**src/pkg/cco_pkg.sv**
```systemverilog
// Function
// - subroutine jump pushes program counter plus one onto the return stack top
// - subroutine jump loads 11-bit operand into bits 10:0, latch bits 4:3 into 12:11
// - subroutine jump takes two instruction cycles and leaves all status flags alone
// - watchdog restart clears the watchdog count and its prescaler
// - watchdog restart sets both active-low expired and sleep-entered flags to one
// - clear-register writes 00h into the addressed register and sets the zero flag
// - invert-register complements the addressed register, touching only the zero flag
// - invert-register writes accumulator when destination bit is 0, register when 1
// - clear-accumulator loads 00h into the accumulator and sets the zero flag
// - decrement-register subtracts one, destination by select bit, zero flag only
`default_nettype none

package cco_pkg;

  // widths
  localparam int PC_W      = 13;
  localparam int DATA_W    = 8;
  localparam int FADDR_W   = 7;
  localparam int K_W       = 11;
  localparam int LATCH_W   = 5;
  localparam int BUS_AW    = 10;
  localparam int BUS_DW    = 32;

  // instruction timing: clocks per instruction cycle, then lengths in instruction cycles
  localparam int TCY_CLKS  = 4;
  localparam int CALL_TCY  = 2;
  localparam int BASIC_TCY = 1;

  // register byte addresses
  localparam logic [BUS_AW-1:0] ADDR_CMD    = 10'h000;
  localparam logic [BUS_AW-1:0] ADDR_STATUS = 10'h004;
  localparam logic [BUS_AW-1:0] ADDR_PC     = 10'h008;
  localparam logic [BUS_AW-1:0] ADDR_LATCH  = 10'h00C;
  localparam logic [BUS_AW-1:0] ADDR_ACC    = 10'h010;
  localparam logic [BUS_AW-1:0] ADDR_STACK  = 10'h014;
  // register file window: byte 0x200 + 4 * file address
  localparam int FILE_SEL_BIT = 9;

  // command register fields
  localparam int CMD_OP_LSB  = 0;
  localparam int CMD_DEST    = 3;
  localparam int CMD_ARG_LSB = 8;

  // status register fields
  localparam int ST_BUSY    = 0;
  localparam int ST_ZERO    = 1;
  localparam int ST_EXPIRED = 2;
  localparam int ST_SLEEP   = 3;

  // stack register fields
  localparam int STK_PTR_LSB = 16;

  // reset values
  localparam logic [PC_W-1:0]    PC_RST    = 13'h0000;
  localparam logic [DATA_W-1:0]  ZERO_BYTE = 8'h00;
  localparam logic [LATCH_W-1:0] LATCH_RST = 5'h00;

  // bus read sequencing
  localparam logic [1:0] RD_ISSUE   = 2'h0;
  localparam logic [1:0] RD_CAPTURE = 2'h1;
  localparam logic [1:0] RD_DONE    = 2'h2;

  typedef enum logic [2:0] {
    OP_NOP                   = 3'h0,
    OP_CALL                  = 3'h1,
    OP_WATCHDOG_RESTART      = 3'h2,
    OP_CLEAR_REGISTER        = 3'h3,
    OP_INVERT_REGISTER       = 3'h4,
    OP_CLEAR_ACCUMULATOR     = 3'h5,
    OP_DECREMENT_REGISTER    = 3'h6
  } cco_op_e;

  typedef enum logic [1:0] {
    ST_IDLE,
    ST_FETCH,
    ST_RUN
  } cco_state_e;

endpackage

`default_nettype wire

```
**src/rtl/cco_exec.sv**
```systemverilog
// Decided for this implementation: the Avalon-MM interface to the registers and the placing of the registers.
`default_nettype none

// executes one command written over the bus, paced by the instruction-cycle enable
module cco_exec
  import cco_pkg::*;
#(
  parameter int TCY_DIV     = TCY_CLKS,
  parameter int STACK_DEPTH = 8,
  parameter int FILE_DEPTH  = 128
) (
  // clock and reset
  input  wire logic              mclk,
  input  wire logic              arst_n,
  // avalon-mm slave
  input  wire logic [BUS_AW-1:0] avs_address,
  input  wire logic              avs_read,
  input  wire logic              avs_write,
  input  wire logic [BUS_DW-1:0] avs_writedata,
  input  wire logic [3:0]        avs_byteenable,
  output logic      [BUS_DW-1:0] avs_readdata,
  output logic                   avs_waitrequest,
  // core events that clear the status flags
  input  wire logic              watchdog_timeout,
  input  wire logic              sleep_entry,
  // watchdog clear strobes
  output logic                   watchdog_count_clear,
  output logic                   watchdog_prescaler_clear
);

  localparam int TCW = $clog2(TCY_DIV + 1);
  localparam int SPW = $clog2(STACK_DEPTH);
  localparam logic [TCW-1:0] TCY_LAST = TCW'(TCY_DIV - 1);
  localparam logic [1:0]     CYC_CALL = 2'(CALL_TCY);
  localparam logic [1:0]     CYC_BASE = 2'(BASIC_TCY);

  cco_state_e            state;
  logic [TCW-1:0]        tcy_cnt;
  logic                  tcy_tick;
  logic [1:0]            cyc_left;
  logic [1:0]            rd_stage;

  cco_op_e               cmd_op;
  logic                  cmd_dest;
  logic [K_W-1:0]        cmd_arg;

  logic [PC_W-1:0]       program_counter;
  logic [LATCH_W-1:0]    upper_program_latch;
  logic [DATA_W-1:0]     acc;
  logic                  zero_flag;
  logic                  watchdog_expired_flag_n;
  logic                  sleep_entered_flag_n;
  logic [PC_W-1:0]       stack_mem [STACK_DEPTH];
  logic [SPW-1:0]        stack_ptr;
  logic [PC_W-1:0]       stack_top;

  logic                  busy;
  logic                  sel_file;
  logic [FADDR_W-1:0]    bus_faddr;
  logic                  bus_wr;
  logic                  bus_rd_go;
  logic                  start;
  logic                  commit;
  logic [DATA_W-1:0]     operand;
  logic [DATA_W-1:0]     result;
  logic                  to_file;
  logic                  to_acc;
  logic                  touches_zero;
  logic [PC_W-1:0]       pc_next_seq;
  logic [BUS_DW-1:0]     pc_merged;

  logic                  file_we;
  logic [FADDR_W-1:0]    file_waddr;
  logic [DATA_W-1:0]     file_wdata;
  logic                  file_re;
  logic [FADDR_W-1:0]    file_raddr;
  logic [DATA_W-1:0]     file_rdata;

  // merges byte lanes of a bus write into an old word
  function automatic logic [BUS_DW-1:0] merge_be(
    input logic [BUS_DW-1:0] old_val,
    input logic [BUS_DW-1:0] new_val,
    input logic [3:0]        be
  );
    logic [BUS_DW-1:0] r;
    r = old_val;
    for (int i = 0; i < 4; i++)
    begin
      if (be[i])
      begin
        r[i*8 +: 8] = new_val[i*8 +: 8];
      end
    end
    return r;
  endfunction

  // instruction-cycle enable
  always_ff @(posedge mclk or negedge arst_n)
  begin
    if (!arst_n)
    begin
      tcy_cnt <= '0;
    end
    else if (tcy_tick)
    begin
      tcy_cnt <= '0;
    end
    else
    begin
      tcy_cnt <= tcy_cnt + TCW'(1);
    end
  end

  assign tcy_tick = (tcy_cnt == TCY_LAST);

  // bus decode and handshake
  assign busy      = (state != ST_IDLE);
  assign sel_file  = avs_address[FILE_SEL_BIT];
  assign bus_faddr = avs_address[FADDR_W+1:2];
  assign bus_wr    = avs_write && !busy;
  assign bus_rd_go = avs_read && (rd_stage == RD_ISSUE) && !(busy && sel_file);

  always_comb
  begin
    if (avs_write)
    begin
      avs_waitrequest = busy;
    end
    else if (avs_read)
    begin
      avs_waitrequest = (rd_stage != RD_DONE);
    end
    else
    begin
      avs_waitrequest = 1'b0;
    end
  end

  always_ff @(posedge mclk or negedge arst_n)
  begin
    if (!arst_n)
    begin
      rd_stage <= RD_ISSUE;
    end
    else if (!avs_read || rd_stage == RD_DONE)
    begin
      rd_stage <= RD_ISSUE;
    end
    else if (rd_stage == RD_CAPTURE || bus_rd_go)
    begin
      rd_stage <= rd_stage + 2'h1;
    end
  end

  assign stack_top = stack_mem[stack_ptr - SPW'(1)];

  always_ff @(posedge mclk or negedge arst_n)
  begin
    if (!arst_n)
    begin
      avs_readdata <= '0;
    end
    else if (avs_read && rd_stage == RD_CAPTURE)
    begin
      avs_readdata <= '0;
      if (sel_file)
      begin
        avs_readdata[DATA_W-1:0] <= file_rdata;
      end
      else
      begin
        unique case (avs_address)
          ADDR_CMD:
          begin
            avs_readdata[CMD_OP_LSB +: 3]       <= cmd_op;
            avs_readdata[CMD_DEST]              <= cmd_dest;
            avs_readdata[CMD_ARG_LSB +: K_W]    <= cmd_arg;
          end
          ADDR_STATUS:
          begin
            avs_readdata[ST_BUSY]               <= busy;
            avs_readdata[ST_ZERO]               <= zero_flag;
            avs_readdata[ST_EXPIRED]            <= watchdog_expired_flag_n;
            avs_readdata[ST_SLEEP]              <= sleep_entered_flag_n;
          end
          ADDR_PC:     avs_readdata[PC_W-1:0]    <= program_counter;
          ADDR_LATCH:  avs_readdata[LATCH_W-1:0] <= upper_program_latch;
          ADDR_ACC:    avs_readdata[DATA_W-1:0]  <= acc;
          ADDR_STACK:
          begin
            avs_readdata[PC_W-1:0]              <= stack_top;
            avs_readdata[STK_PTR_LSB +: SPW]    <= stack_ptr;
          end
          default:     avs_readdata              <= '0;
        endcase
      end
    end
  end

  // command capture
  assign start = bus_wr && !sel_file && (avs_address == ADDR_CMD) && avs_byteenable[0];

  always_ff @(posedge mclk or negedge arst_n)
  begin
    if (!arst_n)
    begin
      cmd_op   <= OP_NOP;
      cmd_dest <= 1'b0;
      cmd_arg  <= '0;
    end
    else if (start)
    begin
      cmd_op   <= cco_op_e'(avs_writedata[CMD_OP_LSB +: 3]);
      cmd_dest <= avs_writedata[CMD_DEST];
      cmd_arg  <= avs_writedata[CMD_ARG_LSB +: K_W];
    end
  end

  // sequencer: fetch the file operand, then wait out the instruction cycles
  always_ff @(posedge mclk or negedge arst_n)
  begin
    if (!arst_n)
    begin
      state    <= ST_IDLE;
      cyc_left <= '0;
    end
    else
    begin
      unique case (state)
        ST_IDLE:
        begin
          if (start)
          begin
            state <= ST_FETCH;
          end
        end
        ST_FETCH:
        begin
          state    <= ST_RUN;
          cyc_left <= (cmd_op == OP_CALL) ? CYC_CALL : CYC_BASE;
        end
        ST_RUN:
        begin
          if (tcy_tick)
          begin
            if (cyc_left == CYC_BASE)
            begin
              state <= ST_IDLE;
            end
            cyc_left <= cyc_left - 2'h1;
          end
        end
        default: state <= ST_IDLE;
      endcase
    end
  end

  assign commit = (state == ST_RUN) && tcy_tick && (cyc_left == CYC_BASE);

  // datapath
  assign operand     = file_rdata;
  assign pc_next_seq = program_counter + PC_W'(1);
  assign pc_merged   = merge_be(BUS_DW'(program_counter), avs_writedata, avs_byteenable);

  always_comb
  begin
    result       = ZERO_BYTE;
    to_file      = 1'b0;
    to_acc       = 1'b0;
    touches_zero = 1'b0;
    unique case (cmd_op)
      OP_CLEAR_REGISTER:
      begin
        to_file      = 1'b1;
        touches_zero = 1'b1;
      end
      OP_INVERT_REGISTER:
      begin
        result       = ~operand;
        to_file      = cmd_dest;
        to_acc       = !cmd_dest;
        touches_zero = 1'b1;
      end
      OP_CLEAR_ACCUMULATOR:
      begin
        to_acc       = 1'b1;
        touches_zero = 1'b1;
      end
      OP_DECREMENT_REGISTER:
      begin
        result       = operand - DATA_W'(1);
        to_file      = cmd_dest;
        to_acc       = !cmd_dest;
        touches_zero = 1'b1;
      end
      default:
      begin
        result = ZERO_BYTE;
      end
    endcase
  end

  // register file port sharing: executor while busy, bus otherwise
  assign file_we    = busy ? (commit && to_file) : (bus_wr && sel_file && avs_byteenable[0]);
  assign file_waddr = busy ? cmd_arg[FADDR_W-1:0] : bus_faddr;
  assign file_wdata = busy ? result : avs_writedata[DATA_W-1:0];
  assign file_re    = (state == ST_FETCH) || (bus_rd_go && sel_file);
  assign file_raddr = busy ? cmd_arg[FADDR_W-1:0] : bus_faddr;

  cco_regfile #(
    .DW    (DATA_W),
    .DEPTH (FILE_DEPTH),
    .AW    (FADDR_W)
  ) u_regfile (
    .mclk  (mclk),
    .arst_n(arst_n),
    .we    (file_we),
    .waddr (file_waddr),
    .wdata (file_wdata),
    .re    (file_re),
    .raddr (file_raddr),
    .rdata (file_rdata)
  );

  // program counter
  always_ff @(posedge mclk or negedge arst_n)
  begin
    if (!arst_n)
    begin
      program_counter <= PC_RST;
    end
    else if (commit)
    begin
      if (cmd_op == OP_CALL)
      begin
        program_counter <= {upper_program_latch[LATCH_W-1 -: PC_W-K_W], cmd_arg};
      end
      else
      begin
        program_counter <= pc_next_seq;
      end
    end
    else if (bus_wr && !sel_file && avs_address == ADDR_PC)
    begin
      program_counter <= pc_merged[PC_W-1:0];
    end
  end

  // return stack, circular
  always_ff @(posedge mclk or negedge arst_n)
  begin
    if (!arst_n)
    begin
      stack_ptr <= '0;
    end
    else if (commit && cmd_op == OP_CALL)
    begin
      stack_ptr <= stack_ptr + SPW'(1);
    end
  end

  // entries cleared on reset so the top reads as zero before any call
  always_ff @(posedge mclk or negedge arst_n)
  begin
    if (!arst_n)
    begin
      for (int i = 0; i < STACK_DEPTH; i++)
      begin
        stack_mem[i] <= PC_RST;
      end
    end
    else if (commit && cmd_op == OP_CALL)
    begin
      stack_mem[stack_ptr] <= pc_next_seq;
    end
  end

  // upper program latch and accumulator
  always_ff @(posedge mclk or negedge arst_n)
  begin
    if (!arst_n)
    begin
      upper_program_latch <= LATCH_RST;
    end
    else if (bus_wr && !sel_file && avs_address == ADDR_LATCH && avs_byteenable[0])
    begin
      upper_program_latch <= avs_writedata[LATCH_W-1:0];
    end
  end

  always_ff @(posedge mclk or negedge arst_n)
  begin
    if (!arst_n)
    begin
      acc <= ZERO_BYTE;
    end
    else if (commit && to_acc)
    begin
      acc <= result;
    end
    else if (bus_wr && !sel_file && avs_address == ADDR_ACC && avs_byteenable[0])
    begin
      acc <= avs_writedata[DATA_W-1:0];
    end
  end

  // zero flag; call and restart leave it alone
  always_ff @(posedge mclk or negedge arst_n)
  begin
    if (!arst_n)
    begin
      zero_flag <= 1'b0;
    end
    else if (commit && touches_zero)
    begin
      zero_flag <= (result == ZERO_BYTE);
    end
  end

  // active-low status flags: restart sets them, core events clear them; set wins
  always_ff @(posedge mclk or negedge arst_n)
  begin
    if (!arst_n)
    begin
      watchdog_expired_flag_n <= 1'b1;
      sleep_entered_flag_n    <= 1'b1;
    end
    else if (commit && cmd_op == OP_WATCHDOG_RESTART)
    begin
      watchdog_expired_flag_n <= 1'b1;
      sleep_entered_flag_n    <= 1'b1;
    end
    else
    begin
      if (watchdog_timeout)
      begin
        watchdog_expired_flag_n <= 1'b0;
      end
      if (sleep_entry)
      begin
        sleep_entered_flag_n <= 1'b0;
      end
    end
  end

  // watchdog clear strobes
  always_ff @(posedge mclk or negedge arst_n)
  begin
    if (!arst_n)
    begin
      watchdog_count_clear     <= 1'b0;
      watchdog_prescaler_clear <= 1'b0;
    end
    else
    begin
      watchdog_count_clear     <= commit && (cmd_op == OP_WATCHDOG_RESTART);
      watchdog_prescaler_clear <= commit && (cmd_op == OP_WATCHDOG_RESTART);
    end
  end

endmodule // cco_exec

`default_nettype wire

```
**src/rtl/cco_regfile.sv**
```systemverilog
`default_nettype none

// data register file; read data come from a register one clock after re
module cco_regfile #(
  parameter int DW    = 8,
  parameter int DEPTH = 128,
  parameter int AW    = $clog2(DEPTH)
) (
  // clock and reset
  input  wire logic          mclk,
  input  wire logic          arst_n,
  // write port
  input  wire logic          we,
  input  wire logic [AW-1:0] waddr,
  input  wire logic [DW-1:0] wdata,
  // read port
  input  wire logic          re,
  input  wire logic [AW-1:0] raddr,
  output logic      [DW-1:0] rdata
);

  logic [DW-1:0] mem [DEPTH];

  always_ff @(posedge mclk)
  begin
    if (we)
    begin
      mem[waddr] <= wdata;
    end
  end

  always_ff @(posedge mclk or negedge arst_n)
  begin
    if (!arst_n)
    begin
      rdata <= '0;
    end
    else if (re)
    begin
      rdata <= mem[raddr];
    end
  end

endmodule // cco_regfile

`default_nettype wire

```
**config.mk**
```make
export PLATFORM = sky130hd
export DESIGN_NAME = cco_exec
export DESIGN_NICKNAME = d
export VERILOG_FILES = /design/src/pkg/cco_pkg.sv /design/src/rtl/cco_exec.sv /design/src/rtl/cco_regfile.sv
export SDC_FILE = /design/constraint.sdc
export NUM_CORES = 1
export LEC_CHECK = 0
export ABC_AREA = 1
export BUFFER_PORTS_ARGS = -buffer_cell sky130_fd_sc_hd__buf_2
export CAP_MARGIN = 40
export CELL_PAD_IN_SITES_DETAIL_PLACEMENT = 0
export CELL_PAD_IN_SITES_GLOBAL_PLACEMENT = 1
export CORE_MARGIN = 3
export CORE_UTILIZATION = 40
export CTS_CLUSTER_DIAMETER = 30
export DETAILED_ROUTE_END_ITERATION = 6
export GPL_TIMING_DRIVEN = 0
export HOLD_SLACK_MARGIN = 0.12
export PLACE_DENSITY = 0.63
export SLEW_MARGIN = 20
export SYNTH_ARGS = -nofsm -noshare
export SYNTH_HDL_FRONTEND = slang
export SYNTH_SLANG_ARGS = --single-unit
export TNS_END_PERCENT = 30
```
**constraint.sdc**
```tcl
create_clock -name mclk -period 8.84 [get_ports mclk]
set_clock_uncertainty 0.05 [all_clocks]
set_input_delay 1.768 -clock mclk [delete_from_list [all_inputs] [get_ports mclk]]
set_output_delay 1.768 -clock mclk [all_outputs]
set_load 0.01 [all_outputs]
```
-- Word level (Yosys, flattened, before mapping)
Memories as Yosys holds them, arrays and structs flattened. A register that Yosys moved wholly into a read port is not among the register bits.
Cells that the tools add are included.
- add/sub/neg operators: 7
- magnitude comparators: 3
- equality and inequality tests: 21
- multiplexer cells: 46
- bitwise gates (word level): 3
- reduce and logical (&&, ||, !) cells: 52
- operators by type and width (cell ; number):
    $bwmux W104 ; 1
    $mux W13 ; 6
    $mux W8 ; 5
    $bmux W13 S3 ; 1
    $demux W13 S3 ; 1
    $logic_and A1 B1 Y1 ; 24
    $pmux W4 S6 ; 1
    $eq A10 B4 Y1 const B ; 2
    $eq A10 B5 Y1 const B ; 2
    $reduce_bool A2 Y1 ; 9
    $pmux W8 S2 ; 1
    $pmux W5 S3 ; 1
    $mux W2 ; 7
    $add A13 B1 Y13 const B ; 1
    $mux W11 ; 1
    $eq A10 B3 Y1 const B ; 1
    $logic_not A10 Y1 ; 1
    $mux W1 ; 10
    $eq A3 B2 Y1 const B ; 3
    $eq A3 B3 Y1 const B ; 3
    $pmux W3 S3 ; 1
    $ge A4 B4 Y1 const B ; 2
    $logic_not A8 Y1 ; 1
    $ne A2 B2 Y1 const B ; 4
    26 further kinds ; 43
- register bits after elaboration: 193
- bits in writable memories: 1024
- output and inout bits: 35
- logic and storage cells: 158
- memories: 1
- memory list (memory ; words ; width ; rd ports ; clocked after Yosys merged registers in ; write ports ; line ; RTL):
    u_regfile.mem ; 128 ; 8 ; 1 ; 1 ; 1 ; cco_regfile.sv:22 ; logic [DW-1:0] mem [DEPTH];

-- Logic depth before layout (Yosys ltp)
- depth after elaboration: 8
- gate-level depth with buffers: 18

-- By module
From an unflattened synthesis, not the netlist that was laid out.
- cells, all modules: 4846
- area total of the unflattened synthesis: 52018.6 µm²
- by module, submodules not included (module ; times used ; cells an instance ; area each (µm²) ; seq. area each (µm²)):
    cco_regfile ; 1 ; 3546 ; 42276.8 ; 30949.7
    cco_exec ; 1 ; 1300 ; 9741.8 ; 4506.8

-- Worst setup path before layout
Ideal clock, no wire load.
- path type: input port to flip-flop
- start point: input port avs_writedata[2]
- end point: memory u_regfile.mem[0][2], data pin
- setup time: 1.197 ns
- data arrival time: 6.820 ns
- data required time: 7.593 ns
- path slack: 0.773 ns
- stages on the path: 2
- cell sequence: inv_1 -> o21ai_0
- longest elaborated chain between the ends: 1
- ends and longest elaborated chain (item ; line ; RTL):
    from (decl) ; cco_exec.sv:19 ; input wire logic [BUS_DW-1:0] avs_writedata,
    $mux W8 ; cco_exec.sv:306 ; assign file_wdata = busy ? result : avs_writedata[DATA_W-1:0];
    net file_wdata[2] ; cco_exec.sv:74 ; logic [DATA_W-1:0] file_wdata;
    to (decl) ; cco_regfile.sv:22 ;
The timed path passes the listed nets, and every way through them passes these cells.

-- Final worst setup path
- start point: input port avs_address[2]
- end point: memory u_regfile.mem[59][0], enable pin
- longest elaborated chain between the ends: 1
- ends and longest elaborated chain (item ; line ; RTL):
    from (decl) ; cco_exec.sv:16 ; input wire logic [BUS_AW-1:0] avs_address,
    $mux W7 ; cco_exec.sv:305 ; assign file_waddr = busy ? cmd_arg[FADDR_W-1:0] : bus_faddr;
No other way between the ends.

==> impl_metrics.toml <==
[sta]
rsz0062_at_grt = "no"
max_freq_mhz = 207.1
fin_crit_sh_pct = 54.61
slew_viol_final = 0
relSlewSlack_pct = 39.17
finalHoldViolations = 0
setup_viol = 0
final.min_clock_period_ns = 4.828
tightest_slew_ns = 0.9115

[route]
drt_iter0_drc = 3299
wire_per_inst_um = 22.62
top_layer_used = "met4"
num_vias = 39330
dr_wl_met2_um = 82360
drtPass1Iterations = 6
wl_met1_um = 80370
routed_wl_um = 178400
drc = 0
dr_wl_met3_um = 9950
vias_per_cell = 4.987
detail-route-antenna-nets = 0

[setup_path]
cp_common_cell = "nand2_1"
max_stage_delay_ns = 0.67
start_kind = "input pin"
crit_fanout = 10
worst_ep_arrival_time_ns = 5.29
critPathRequiredTime_ns = 9.30
critical_path_class = "in -> reg"
cpMaxStageDelayCell = "buf_2"
crit_path_cell_trace = "buf_2, inv_1, nand2_1, nand2_1, clkbuf_1, clkbuf_1, nor2_1, nand2_1, buf_2, nor2_1"
cp-end-kind = "flop"

[clock_tree]
cts_root_buf = "clkbuf_16"
cts_hold_buffers = 0
clockBufferDepth = 4
numCtsBuffers = 315
cts_resized = 0
cts_setup_buffers = 0
insertion_delay_ns = 0.88
numClockSinks = 1212
clkSlewWorstSetupHoldPaths_ns = 0.05
cts_tree = "yes"
ctsHtreeMaxLevel = 5

[place]
placed_cells = 7309
place.gp.congestion = 0.8954
portBuffers = 57
dp_hpwl_um = 127100

[synth]
syn_area_mm2 = 0.05376
ys_async_sr_fraction_pct = 15.51
synth_edf_count = 1024
yosys_warnings = 0
syn_area_per_cell_um2 = 9.919
yosysSeqAreaShare_pct = 65.95
ys_types = 46
netlist_instances = 5420
synth_ff_type = "edfxtp_1"
synth_seq_cells = 1212

[grt]
grt_pass1_vias = 37840
grt_overflow = 0
track_usage_pct = 25.30
grt_antenna_before_repair = 5
grt_pass1_wl_um = 257400
grt_max_degree = 94

[job]
maxCapViolations = 0

[cells_and_area]
layout-drive-gt1-share_pct = 14.66
area_growth_pct = 27.95
antenna_cells = 0
final_nets = 5952
fin_cells = 7887

[hold_path]
hold_class = "reg -> reg"

[power_and_ir_drop]
power_mw = 18.81
power_frac_comb_pct = 5.2
pwr-share-seq_pct = 33.6
netSwitchingPower_mw = 4.097
power_density_mw_per_mm2 = 273.5
internal-power_mw = 14.72
irDropWorstVdd_v = 0.0002316
p_leak_nw = 29.81
switching_share_pct = 21.77
pwr-share-clk_pct = 61.1

[die]
top_level_ports = 87
rows = 133
die-area_mm2 = 0.1388
core_mm2 = 0.1325
start_util_pct = 40.58
die_h_um = 372.6
die_w_um = 372.6

[outcome]
status = "finished clean"
worst paths after layout:
| path | startpoint | end | slack (ns) | cells past startpoint |
|---|---|---|---|---|
| setup / recovery | avs_address[2] | u_regfile.mem[59][0] | 4.01 | 10 |
| hold / removal | tcy_cnt[0] | tcy_cnt[0] | 0.38 | 1 |
| setup reg to reg | state[1] | u_regfile.mem[59][0] | 4.52 | 9 |
| hold reg to reg | tcy_cnt[0] | tcy_cnt[0] | 0.38 | 1 |
| max in group asynchronous | arst_n | stack_mem[63] | 6.91 | 3 |
| min in group asynchronous | arst_n | watchdog_prescaler_clear | 0.73 | 1 |
critical path: cells and delay by family:
kind                   cells  cell delay (ns)
AND/OR/NAND/NOR            5             1.22
buffers and inverters      5             2.23
power groups by stage:
stage          Combinational (mW)  Sequential [mW]  Clock [mW]
2_1_floorplan               0.472             6.43           0
3_3_place_gp                0.898             6.50           0
3_5_place_dp                0.983             6.42           0
4_1_cts                     0.987             6.32        11.6
5_1_grt                      1.06             6.32        12.0
6_report                    0.987             6.32        11.5
state kept, by name, indices dropped and copies added, names as in the netlist, 2 cells and up:
| signal | cells |
|---|---|
| cmd_op | 3 |
| stack_ptr | 3 |
| avs_readdata | 19 |
| acc | 8 |
| state | 2 |
| rd_stage | 2 |
| program_counter | 13 |
| tcy_cnt | 3 |
| u_regfile.mem | 1024 |
| u_regfile.rdata | 8 |
| cmd_arg | 11 |
| upper_program_latch | 5 |
| stack_mem | 104 |
| cyc_left | 2 |
cells in the final DEF (no fill, tap or decap), types with 52 or more instances in the layout:
| master | instances |
|---|---|
| inv_1 | 926 |
| o211ai_1 | 179 |
| clkinv_2 | 57 |
| buf_4 | 87 |
| clkbuf_16 | 323 |
| buf_2 | 190 |
| clkbuf_1 | 91 |
| nand2_1 | 1403 |
| nor2_1 | 613 |
| dfrtp_1 | 186 |
| o21ai_0 | 226 |
| nand3_1 | 391 |
| bufinv_16 | 52 |
| edfxtp_1 | 1024 |
metal layers:
| layer | up-vias | global-route usage (%) |
|---|---|---|
| met2 | 1317 | 40.03 |
| li1 | 18580 | - |
| met1 | 19100 | 35.67 |
| met4 | 0 | 8.903 |
| met5 | - | 0 |
| met3 | 335 | 3.701 |
layout make-up:
class                   count  area [um2]
inverters                 936        3513
fillers                 12020       63680
multi-input cells        3021       13500
clock inverters           193        2345
repair buffers            142        2006
plain buffers             263        1430
flip-flops and latches   1212       35460
clock buffers             365        8341
well taps                1755        2196
synthesized netlist by cell type, types with 13 or more instances:
cell,number,area (um2)
a21oi_1,28,140.1
buf_2,133,665.6
buf_4,61,457.9
clkbuf_1,61,229.0
dfrtp_1,186,4654
edfxtp_1,1024,30750
inv_1,926,3476
nand2_1,1403,5266
nand3_1,391,1957
nor2_1,613,2301
o211ai_1,179,1344
o21ai_0,234,1171
o22ai_1,13,81.33
or2_2,35,219.0
through the flow:
stage,hold WS [ns],TNS (ns),area [um2],util [%],setup slack [ns]
final,0.3790,0,68780,51.93,4.012
after floorplan,0.3599,0,53800,-,0.7733
after CTS,0.3851,0,68630,51.81,4.108
after global routing,0.4098,0,68780,51.93,3.967
after detailed placement,0.3793,0,57950,43.75,3.215
after global placement,0.3706,-9981.85,56290,42.49,-11.46
cell families (layout without fill, tap and decap cells):
family,Yosys count,after routing,share of synthesized area [%]
adders and majority gates,9,9,0.2095
other,1,13,0.006976
and+or+nand+nor,2479,2479,18.58
xor gates and xnor gates,12,12,0.1955
buffers and inverters,1199,1899,9.191
AOI/OAI and AO/OA,508,508,5.867
DFF,1212,1212,65.95
No activity file was read; power rests on OpenSTA's default activity.
